[config.mk]
export PLATFORM = sky130hd
export DESIGN_NAME = tbc_top
export DESIGN_NICKNAME = d
export VERILOG_FILES = /design/src/hw/tbc_pkg.sv /design/src/hw/tbc_tb_if.sv /design/src/hw/tbc_timebase.sv /design/src/hw/tbc_top.sv /design/src/verification/tbc_far_side.sv /design/src/verification/tb.sv
export SDC_FILE = /design/constraint.sdc
export NUM_CORES = 1
export LEC_CHECK = 0
export BUFFER_PORTS_ARGS = -buffer_cell sky130_fd_sc_hd__buf_2
export CAP_MARGIN = 20
export CORE_ASPECT_RATIO = 1.2
export CORE_UTILIZATION = 61
export DETAILED_ROUTE_END_ITERATION = 16
export GPL_TIMING_DRIVEN = 1
export HOLD_SLACK_MARGIN = 0.06
export PLACE_DENSITY = 0.84
export RECOVER_POWER = 100
export SYNTH_ARGS = -nofsm -noshare
export SYNTH_HDL_FRONTEND = slang
export SYNTH_HIERARCHICAL = 1
export SYNTH_SLANG_ARGS = --single-unit
[constraint.sdc]
create_clock -name clk_sys_i -period 3.51 [get_ports clk_sys_i]
set_clock_uncertainty 0.2 [all_clocks]
set_input_delay 0.1755 -clock clk_sys_i [delete_from_list [all_inputs] [get_ports clk_sys_i]]
set_output_delay 0.1755 -clock clk_sys_i [all_outputs]
set_load 0.01 [all_outputs]
[src/hw/tbc_pkg.sv]
// Package: constants and types for the triggered binary timer/counter
package tbc_pkg;
   // ==========================================================
   // Clock and time base
   localparam int unsigned CLK_PERIOD_NS = 8;
   // Internal oscillator period; the real one is set by outside parts
   localparam int unsigned TB_PERIOD_NS = 8000;
   localparam int unsigned TB_HALF_CYCLES =
      TB_PERIOD_NS / (2 * CLK_PERIOD_NS);
   localparam int unsigned DIV_W = $clog2(TB_HALF_CYCLES);
   // Least pulse widths the outside party must give
   localparam int unsigned TRIG_MIN_US = 2;
   localparam int unsigned TRIG_MIN_CYCLES =
      (TRIG_MIN_US * 1000 + CLK_PERIOD_NS - 1) / CLK_PERIOD_NS;
   localparam int unsigned EXT_CLK_MIN_US = 1;
   localparam int unsigned EXT_CLK_MIN_CYCLES =
      (EXT_CLK_MIN_US * 1000 + CLK_PERIOD_NS - 1) / CLK_PERIOD_NS;
   // ==========================================================
   // Counter
   localparam int unsigned COUNT_W = 8;
   localparam logic [COUNT_W-1:0] COUNT_RESET_VAL = 8'hFF;
   localparam logic [COUNT_W-1:0] COUNT_START_VAL = 8'h00;
   localparam logic [DIV_W-1:0] DIV_LAST = DIV_W'(TB_HALF_CYCLES - 1);
   localparam logic [DIV_W-1:0] DIV_ZERO = '0;
   // ==========================================================
   // Control state
   typedef enum logic [2:0] {
      ST_RESET = 3'b001,
      ST_ARMED = 3'b010,
      ST_COUNT = 3'b100
   } tbc_ctrl_t;
endpackage

[src/hw/tbc_tb_if.sv]
// Interface: control link between counter logic and time-base divider
interface tbc_tb_if;
   logic run;
   logic half_tick;
   modport ctrl (output run, input half_tick);
   modport osc (input run, output half_tick);
endinterface

[src/hw/tbc_timebase.sv]
// Time-base divider: half-period enable pulses while running
module tbc_timebase
   import tbc_pkg::*;
(
   input wire logic clk_sys_i,
   input wire logic reset_n_i,
   tbc_tb_if.osc tb
);
   import tbc_pkg::*;

   typedef struct packed {
      logic [DIV_W-1:0] div;
      logic tick;
   } tbc_div_t;

   tbc_div_t div_reg;
   tbc_div_t div_next;

   // ==========================================================
   // Divider
   always_comb begin
      div_next = div_reg;
      div_next.tick = 1'b0;
      if (!tb.run) begin
         // Restart phase so the first half period is full length
         div_next.div = DIV_ZERO;
      end else if (div_reg.div == DIV_LAST) begin
         div_next.div = DIV_ZERO;
         div_next.tick = 1'b1;
      end else begin
         div_next.div = DIV_W'(div_reg.div + 1'b1);
      end
   end

   always_ff @(posedge clk_sys_i or negedge reset_n_i) begin
      if (!reset_n_i) begin
         div_reg <= '0;
      end else begin
         div_reg <= div_next;
      end
   end

   assign tb.half_tick = div_reg.tick;
endmodule

[src/hw/tbc_top.sv]
// Triggered 8-bit binary timer/counter with time-base control
//
// Contract
// Counter advances only on a falling edge at the time-base pin.
// Accepted reset stops oscillator, releases all count and time-base pins.
// Trigger from reset starts oscillator; first fall clears count to zero.
// Once triggered, trigger input is ignored until a reset is accepted.
// Reset high with trigger low sets outputs high, halts oscillator.
// Reset arriving while trigger is high is ignored.
// Reset still high when trigger falls is then performed.
// Power-up comes up in reset state, outputs high, oscillator stopped.
// Count outputs are open-collector; any low pulls a shared line low.
// Outputs fed back to reset give pulse of summed bit weights.
// Delays of 1 to 255 periods follow from the feedback choice.
// Without feedback the counter free-runs until an external reset.
// Pin accepts external clock; holding it low pauses counting.
// Outside party holds trigger and reset high at least 2 us.
// External clock pulses last 1 us or more, up to 1.5 MHz.
// Each count output serves alone as a divided time-base frequency.
// Bit n weighs two to the n; its period is 2^(n+1) periods.
module tbc_top
   import tbc_pkg::*;
(
   input wire logic clk_sys_i,
   input wire logic reset_n_i,
   input wire logic trigger_i,
   input wire logic reset_req_i,
   input wire logic timebase_i,
   input wire logic timebase_disable_i,
   output logic [tbc_pkg::COUNT_W-1:0] binary_count_outputs_o,
   output logic [tbc_pkg::COUNT_W-1:0] binary_count_outputs_oe_o,
   output logic timebase_pulse_out_o,
   output logic timebase_pulse_out_oe_o
);
   import tbc_pkg::*;

   typedef struct packed {
      tbc_ctrl_t ctrl;
      logic [COUNT_W-1:0] count;
      logic tb_prev;
      logic [COUNT_W-1:0] q_oe;
      logic tbo_oe;
      logic run;
      logic init_done;
   } tbc_core_t;

   tbc_core_t core_reg;
   tbc_core_t core_next;

   tbc_tb_if tb_link ();

   // ==========================================================
   // Time-base divider
   tbc_timebase u_timebase (
      .clk_sys_i (clk_sys_i),
      .reset_n_i (reset_n_i),
      .tb (tb_link.osc)
   );

   assign tb_link.run = core_reg.run;

   // ==========================================================
   // Decode helpers
   logic tb_fall;
   logic reset_accept;

   // Holding the pin low gives no fall, so counting pauses in place
   assign tb_fall = core_reg.tb_prev & ~timebase_i;

   // Reset is gated by the trigger level; a held reset waits for it
   assign reset_accept = reset_req_i & ~trigger_i;

   // Open-collector drive: enable pulls low wherever the bit is zero
   function automatic logic [COUNT_W-1:0] pull_low(
      input tbc_ctrl_t ctrl,
      input logic [COUNT_W-1:0] count
   );
      if (ctrl == ST_COUNT) begin
         pull_low = ~count;
      end else begin
         pull_low = '0;
      end
   endfunction

   // ==========================================================
   // Control and counter
   always_comb begin
      core_next = core_reg;
      core_next.tb_prev = timebase_i;
      core_next.init_done = 1'b1;
      case (core_reg.ctrl)
         ST_RESET: begin
            core_next.count = COUNT_RESET_VAL;
            // Trigger wins over a simultaneous reset request
            if (trigger_i) begin
               core_next.ctrl = ST_ARMED;
            end
         end
         ST_ARMED: begin
            if (reset_accept) begin
               core_next.ctrl = ST_RESET;
            end else if (tb_fall) begin
               core_next.ctrl = ST_COUNT;
               core_next.count = COUNT_START_VAL;
            end
         end
         ST_COUNT: begin
            // Trigger is looked at here only through reset_accept
            if (reset_accept) begin
               core_next.ctrl = ST_RESET;
               core_next.count = COUNT_RESET_VAL;
            end else if (tb_fall) begin
               // Wraps after 255 so free-running continues
               core_next.count = COUNT_W'(core_reg.count + 1'b1);
            end
         end
         default: begin
            core_next.ctrl = ST_RESET;
            core_next.count = COUNT_RESET_VAL;
         end
      endcase

      // Internal oscillator only runs while triggered and enabled
      core_next.run = (core_next.ctrl != ST_RESET) &&
         !timebase_disable_i;
      if (!core_next.run) begin
         core_next.tbo_oe = 1'b0;
      end else if (!core_reg.run) begin
         // Starts with the falling half so the first period opens at once
         core_next.tbo_oe = 1'b1;
      end else if (tb_link.half_tick) begin
         core_next.tbo_oe = ~core_reg.tbo_oe;
      end

      core_next.q_oe = pull_low(core_next.ctrl,
         core_next.count);
   end

   always_ff @(posedge clk_sys_i or negedge reset_n_i) begin
      if (!reset_n_i) begin
         core_reg.ctrl <= ST_RESET;
         core_reg.count <= COUNT_RESET_VAL;
         core_reg.tb_prev <= 1'b1;
         core_reg.q_oe <= '0;
         core_reg.tbo_oe <= 1'b0;
         core_reg.run <= 1'b0;
         core_reg.init_done <= 1'b0;
      end else begin
         core_reg <= core_next;
      end
   end

   // ==========================================================
   // Pins: open-collector, only ever drive low
   assign binary_count_outputs_o = '0;
   assign binary_count_outputs_oe_o = core_reg.q_oe;
   assign timebase_pulse_out_o = 1'b0;
   assign timebase_pulse_out_oe_o = core_reg.tbo_oe;
endmodule

[src/verification/tbc_far_side.sv]
// Far-side model: trigger and reset sources, pulled-up pins, feedback
module tbc_far_side
   import tbc_pkg::*;
(
   input wire logic clk_sys_i,
   input wire logic trig_lvl_i,
   input wire logic rst_lvl_i,
   input wire logic ext_low_i,
   input wire logic [7:0] fb_mask_i,
   input wire logic [7:0] cnt_oe_i,
   input wire logic tbo_oe_i,
   output logic trigger_o,
   output logic reset_req_o,
   output logic timebase_o,
   output logic [7:0] pins_o,
   output logic wired_o
);
   timeunit 1ns;
   timeprecision 1ps;
   import tbc_pkg::*;
   int unsigned t_cnt = 0;
   int unsigned r_cnt = 0;
   // ==========================================================
   // Pulse stretch
   // Short requests are widened so the device never sees a runt
   always @(posedge clk_sys_i) begin
      t_cnt <= trig_lvl_i ? TRIG_MIN_CYCLES :
         ((t_cnt != 0) ? t_cnt - 1 : 0);
      r_cnt <= rst_lvl_i ? TRIG_MIN_CYCLES :
         ((r_cnt != 0) ? r_cnt - 1 : 0);
   end
   // ==========================================================
   // Wires with pull-ups
   assign pins_o = ~cnt_oe_i;
   assign wired_o = &(pins_o | ~fb_mask_i);
   assign timebase_o = ~(tbo_oe_i | ext_low_i);
   assign trigger_o = trig_lvl_i | (t_cnt != 0);
   assign reset_req_o = rst_lvl_i | (r_cnt != 0) |
      ((|fb_mask_i) & wired_o);
endmodule

[src/verification/tb.sv]
// Testbench for the triggered binary timer/counter
module tb;
   timeunit 1ns;
   timeprecision 1ps;
   import tbc_pkg::*;
   logic clk_sys_i = 1'b0;
   logic reset_n_i = 1'b0;
   logic trig_lvl = 1'b0, rst_lvl = 1'b0, ext_low = 1'b0, tb_dis = 1'b0;
   logic [7:0] fb_mask = 8'h00;
   logic trigger, reset_req, timebase, wired, tbo_oe, tbo_d;
   logic [7:0] pins, cnt_oe, cnt_d;
   int mismatches = 0;
   int checked = 0;
   always #(CLK_PERIOD_NS / 2) clk_sys_i = ~clk_sys_i;
   tbc_top u_dut (.clk_sys_i(clk_sys_i), .reset_n_i(reset_n_i),
      .trigger_i(trigger), .reset_req_i(reset_req), .timebase_i(timebase),
      .timebase_disable_i(tb_dis), .binary_count_outputs_o(cnt_d),
      .binary_count_outputs_oe_o(cnt_oe), .timebase_pulse_out_o(tbo_d),
      .timebase_pulse_out_oe_o(tbo_oe));
   tbc_far_side u_far (.clk_sys_i(clk_sys_i), .trig_lvl_i(trig_lvl),
      .rst_lvl_i(rst_lvl), .ext_low_i(ext_low), .fb_mask_i(fb_mask),
      .cnt_oe_i(cnt_oe), .tbo_oe_i(tbo_oe), .trigger_o(trigger),
      .reset_req_o(reset_req), .timebase_o(timebase), .pins_o(pins),
      .wired_o(wired));
   // ==========================================================
   // Helpers
   task automatic cmp(input logic [31:0] got, input logic [31:0] exp);
      checked++;
      if (got !== exp) begin
         mismatches++;
         $display("mismatch at %0t: got %h expected %h", $time, got, exp);
      end
   endtask
   // Lengths carry a little slack for edge detection
   task automatic cmp_len(input int got, input int exp);
      checked++;
      if (got < exp - 3 || got > exp + 3) begin
         mismatches++;
         $display("mismatch at %0t: got %h expected %h", $time, got, exp);
      end
   endtask
   task automatic wait_cyc(input int n);
      repeat (n) @(negedge clk_sys_i);
   endtask
   task automatic wait_lvl(input int sel, input logic v, output int n);
      n = 0;
      while ((sel == 0 ? tbo_oe : sel == 1 ? wired : trigger) !== v &&
             n < 40000) begin
         @(negedge clk_sys_i);
         n++;
      end
      if (n >= 40000) cmp(32'h0, 32'h1);
   endtask
   task automatic pulse_trig();
      trig_lvl = 1'b1;
      @(negedge clk_sys_i);
      trig_lvl = 1'b0;
   endtask
   // ==========================================================
   // Scenarios
   task automatic t_powerup();
      cmp({cnt_oe, tbo_oe}, 9'h000);
      cmp({cnt_d, tbo_d}, 9'h000);
      wait_cyc(2000);
      cmp({cnt_oe, tbo_oe}, 9'h000);
      $display("test powerup done");
   endtask
   task automatic t_count();
      int n;
      pulse_trig();
      wait_cyc(5);
      cmp(pins, 8'h00);
      for (int k = 1; k < 5; k++) begin
         wait_lvl(0, 1'b0, n);
         wait_cyc(10);
         cmp(pins, 8'(k - 1));
         if (k == 2) pulse_trig();
         wait_lvl(0, 1'b1, n);
         wait_cyc(10);
         cmp(pins, 8'(k));
      end
      $display("test count done");
   endtask
   task automatic t_gate();
      int n;
      trig_lvl = 1'b1;
      rst_lvl = 1'b1;
      wait_cyc(20);
      cmp(pins, 8'h04);
      trig_lvl = 1'b0;
      wait_lvl(2, 1'b0, n);
      wait_cyc(3);
      cmp({pins, tbo_oe}, {8'hFF, 1'b0});
      rst_lvl = 1'b0;
      wait_cyc(1500);
      cmp(tbo_oe, 1'b0);
      $display("test gate done");
   endtask
   task automatic t_mono();
      int n;
      fb_mask = 8'h20;
      pulse_trig();
      wait_lvl(1, 1'b0, n);
      wait_lvl(1, 1'b1, n);
      cmp_len(n, 32 * 2 * TB_HALF_CYCLES);
      wait_cyc(3);
      cmp(pins, 8'hFF);
      fb_mask = 8'h00;
      $display("test mono done");
   endtask
   task automatic t_ext();
      tb_dis = 1'b1;
      fb_mask = 8'h31;
      pulse_trig();
      wait_cyc(5);
      for (int k = 1; k <= 50; k++) begin
         ext_low = 1'b1;
         wait_cyc(k == 20 ? 1000 : EXT_CLK_MIN_CYCLES);
         if (k == 20) cmp(pins, 8'h13);
         ext_low = 1'b0;
         wait_cyc(EXT_CLK_MIN_CYCLES);
         if (k == 49) cmp(wired, 1'b0);
      end
      cmp(pins, 8'hFF);
      fb_mask = 8'h00;
      tb_dis = 1'b0;
      $display("test ext done");
   endtask
   task automatic t_midreset();
      pulse_trig();
      wait_cyc(1200);
      cmp(pins, 8'h01);
      reset_n_i = 1'b0;
      wait_cyc(2);
      cmp({pins, tbo_oe}, {8'hFF, 1'b0});
      reset_n_i = 1'b1;
      wait_cyc(2);
      cmp({pins, tbo_oe, timebase}, {8'hFF, 1'b0, 1'b1});
      $display("test midreset done");
   endtask
   // ==========================================================
   // Run control
   task automatic give_verdict();
      $display("comparisons %0d mismatches %0d", checked, mismatches);
      if (mismatches == 0 && checked > 0) begin
         $display("All tests passed");
      end else begin
         $display("Some tests failed");
      end
      $finish;
   endtask
   initial begin
      repeat (20) @(negedge clk_sys_i);
      reset_n_i = 1'b1;
      @(negedge clk_sys_i);
      t_powerup();
      t_count();
      t_gate();
      t_mono();
      t_ext();
      t_midreset();
      give_verdict();
   end
   // Tests need about 54000 cycles
   initial begin
      repeat (80000) @(posedge clk_sys_i);
      mismatches++;
      give_verdict();
   end
endmodule
; ---- Word-level counts from Yosys, hierarchy flattened
; Index checks and enable logic that the tools add are counted.
[totals]
in_bits = 6
output_inout_bits = 18
wordCells = 41
ff_bits = 32
[op_classes]
n_eq_ne = 7
reduce_logical = 2
addsub = 2
bitwise_logic = 6
n_mux = 16
[op_table]
columns = cell, n
row1 = $pmux W11 S3, 1
row2 = $mux W8, 4
row3 = $mux W9, 2
row4 = $mux W11, 1
row5 = $add A9 B1 Y9 const B, 1
row6 = $eq A9 B9 Y1 const B, 1
row7 = $mux W3, 3
row8 = $add A8 B1 Y8 const B, 1
row9 = $not A8 Y8, 1
row10 = $eq A3 B3 Y1 const B, 2
row11 = $mux W1, 5
row12 = $eq A3 B1 Y1 const B, 1
row13 = $eq A3 B2 Y1 const B, 1
row14 = $ne A3 B1 Y1 const B, 1
row15 = $ne A3 B2 Y1 const B, 1
row16 = $not A1 Y1, 3
row17 = $and A1 B1 Y1, 2
row18 = $logic_and A1 B1 Y1, 1
row19 = $logic_not A1 Y1, 1

; ---- Longest topological paths before layout
[logic_depth]
word_depth = 8
depth_mapped = 6

; ---- Modules after synthesis
; The synthesis kept the hierarchy.
[modules_own_cells]
columns = mod, area_each_um2, instances, seq_area_each_um2, cells_each
row1 = tbc_top, 1249.9, 1, 563.0, 121
row2 = tbc_timebase, 515.5, 1, 250.2, 51

; ---- Least setup slack after synthesis
; OpenSTA, ideal clock, no wires.
[synth_path]
path_type = reg2reg
start = register core_reg[11] (netlist bit)
end = register core_reg[12] (netlist bit)
arrival_ps = 1575
stages_incl_launch_ff = 7
required_ps = 3221
slack_ps = 1646
cell_sequence = dfstp_2 > nor2b_1 > inv_1 > ha_1 > or2_2 > a211oi_1 > a31oi_1
[synth_rtl]
columns = element, line_no
row1 = start: declaration, tbc_top.sv:47  ; tbc_core_t core_reg;
row2 = start signal: assignment, tbc_top.sv:149  ; core_reg <= core_next;

==> results.yml <==
power:
  ir_drop_uv: 360
  power.density_nw_per_um2: 468
  leakage_nw: 0.807
  power.total_uw: 860
die:
  die_x_um: 51.1
  io_pins: 24
  die_h_um: 60.9
  die-area_um2: 3110
  start_util_pct: 64.0
  core_um2: 2760
  rows: 21
setup_path:
  endpoint_kind: "flop"
  r2r_setup_slack_ps: 1300
  cp_cell_sequence: "dlygate4sd3_1 -> clkbuf_1 -> nor2b_1 -> nor2_1 -> a32oi_1 -> nor2_1 -> dlygate4sd3_1"
  r2r_start: "core_reg[21]"
  r2r_end: "binary_count_outputs_oe_o[2]"
  reg2regPathDepth: 4
  crit_arrival_ps: 2400
  critPathMaxStageDelay_ps: 550
  crit_type: "in -> reg"
  required_ps: 3540
  cp_slowest_cell: "dlygate4sd3_1"
  critPathLaunch: "trigger_i"
  crit_end: "tb_link.run"
  start_kind: "input pin"
  worst-path-max-fanout: 7
hold_path:
  hold_class: "in -> reg"
timing:
  fin_crit_ps: 2360
  slew-limit-headroom_pct: -8.51
  hold_violations: 0
  tightest_slew_ps: 1630
  period_share_pct: 67.3
  fmax_ghz: 0.423
  rsz0062_at_grt: "false"
  finalSetupViolCount: 0
  slew_viol_final: 33
  final.setup.tns_ps: 0
layout:
  layout.cells.non_filler: 221
  fin_area_um2: 1840
  final_common_cell: "dfrtp_1"
  final_core_util_pct: 66.5
  nNetsFinal: 195
  areaGrowthSynthToFinish_pct: 3.97
  drive_above_1_share_pct: 13.4
  final_cell_mix: "dfrtp_1, clkbuf_1, nand2_1, nor2_1"
  diodes: 0
  largest_reg_flops: 12
placement:
  hpwl_um: 2260
  dp_cells: 208
  port-buffer-count: 14
  gp_congestion: 0.887
  placedInstanceArea_um2: 1760
synthesis:
  synthArstFlopShare_pct: 100
  synth_area_um2: 1770
  yosys.area.top_type: "dfrtp_1"
  synthFlopType: "dfrtp_1"
  synth_area_leaders: "dfrtp_1, dfstp_2, buf_4"
  synth_edf_count: 0
  avgSynthCellArea_um2: 10.3
  ys_seq_elements: 32
  yosysWarnings: 6
  netlist.area_leader.share_pct: 31.2
  synth_cell_type_count: 51
  synth_cells: 172
  synth-seq-area-share_pct: 46.1
clocking:
  clkLatencyLatePin_ps: 340
  cts_setup_buffers: 0
  clk_path_buf_depth: 2
  cts_num_sinks: 32
  ctsHtreeMaxLevel: 2
  cts_tree: "yes"
  clockRootBuffer: "clkbuf_4"
  cts_buffers: 5
  path_clk_slew_ps: 100
routing:
  via_per_inst: 5.70
  drtIter0Drc: 27
  ant_nets: 0
  vias: 1259
  drc: 0
  routed_wl_um: 3140
  firstDrtPassIters: 4
  routedWlPerCell_um: 14.2
global_route:
  use_met1_pct: 26.9
  grt_max_degree: 33
  grt_pass1_vias: 1204
  grt_use_met2_pct: 43.4
  grt_usage_pct: 24.4
  grt_pass1_wl_um: 5400
  gr-usage-met3_pct: 5.26
  top_usage_layer: "met2"
  grt-ovfl-total: 0
  antenna_found_initial: 0
job:
  drv_cap: 1
status:
  violations: "max-capacitance violations, max-slew violations"
  status: "finished, violations left"
[report_power, final]
group	internal, mW	switching (mW)
Clock	0.0987	0.125
Combinational	0.0771	0.0997
Sequential	0.410	0.0484
Total	0.586	0.273
[layout make-up]
| type | instances | area, um2 |
|---|---|---|
| timing repair buffer | 19 | 105 |
| tap | 34 | 42.5 |
| multi-input combinational | 121 | 790 |
| sequential | 32 | 813 |
| clock buffer | 8 | 58.8 |
| fill | 227 | 923 |
| inverter | 7 | 26.3 |
[cells in the mapped netlist (all sizes together) (2+ instances only)]
cell type,instances
nand4,3
nor2b,3
o21a,4
o21ai,5
or2,3
o211ai,3
nor3,5
nor2,13
nand3,4
nand2b,2
xnor2,6
dfstp,10
inv,7
a31oi,4
clkbuf,2
a21boi,2
a211oi,5
and2,2
a21oi,6
or3,2
ha,3
buf,18
a21o,3
nand2,13
xor2,2
dfrtp,22
nand3b,3
[how the worst min path moves through the flow]
stage                                         to        start  depth (start not counted)  slack (ps)
floorplan           binary_count_outputs_oe_o[0]    reset_n_i                          0        -320
global placement    binary_count_outputs_oe_o[0]    reset_n_i                          1          40
detailed placement  binary_count_outputs_oe_o[0]    reset_n_i                          1          50
CTS                                 core_reg[12]  reset_req_i                          3         190
global route                        core_reg[12]  reset_req_i                          3         210
finish                              core_reg[12]  reset_req_i                          3         170
[logic make-up after synthesis]
| group | share of synthesized area [%] |
|---|---|
| AOI/OAI and AO/OA | 16.4 |
| xor gates and xnor gates | 3.97 |
| adders and majority gates | 2.13 |
| buffers and inverters | 9.85 |
| DFF | 46.1 |
| muxes | 0.638 |
| other | 0.212 |
| and+or+nand+nor | 20.7 |
[through the flow]
stage          hold slack [ps]  setup slack (ps)
4_1_cts                    192              1050
6_report                   172              1150
3_5_place_dp              53.3              1480
2_1_floorplan             -320              1650
5_1_grt                    208               992
3_3_place_gp              39.8              1590
[worst max-delay path: cells and delay by family]
family                 cells  cell delay [ps]
AOI/OAI and AO/OA          1              300
buffers and inverters      3             1200
and+or+nand+nor            3              710
[timing repair]
item                      4_1_cts  5_1_grt
hold buffers                    5        0
resized for setup               0        0
hold endpoints to repair       26        0
[routing by layer]
layer | up-vias | routed length (um) | part of all wire, %
li1 | 609 | - | -
met5 | - | 0 | 0
met3 | 8 | 96 | 3.1
met1 | 618 | 1250 | 40
met2 | 24 | 1710 | 54
met4 | 0 | 82 | 2.6
Note: power is estimated with default switching activity, not from simulation.
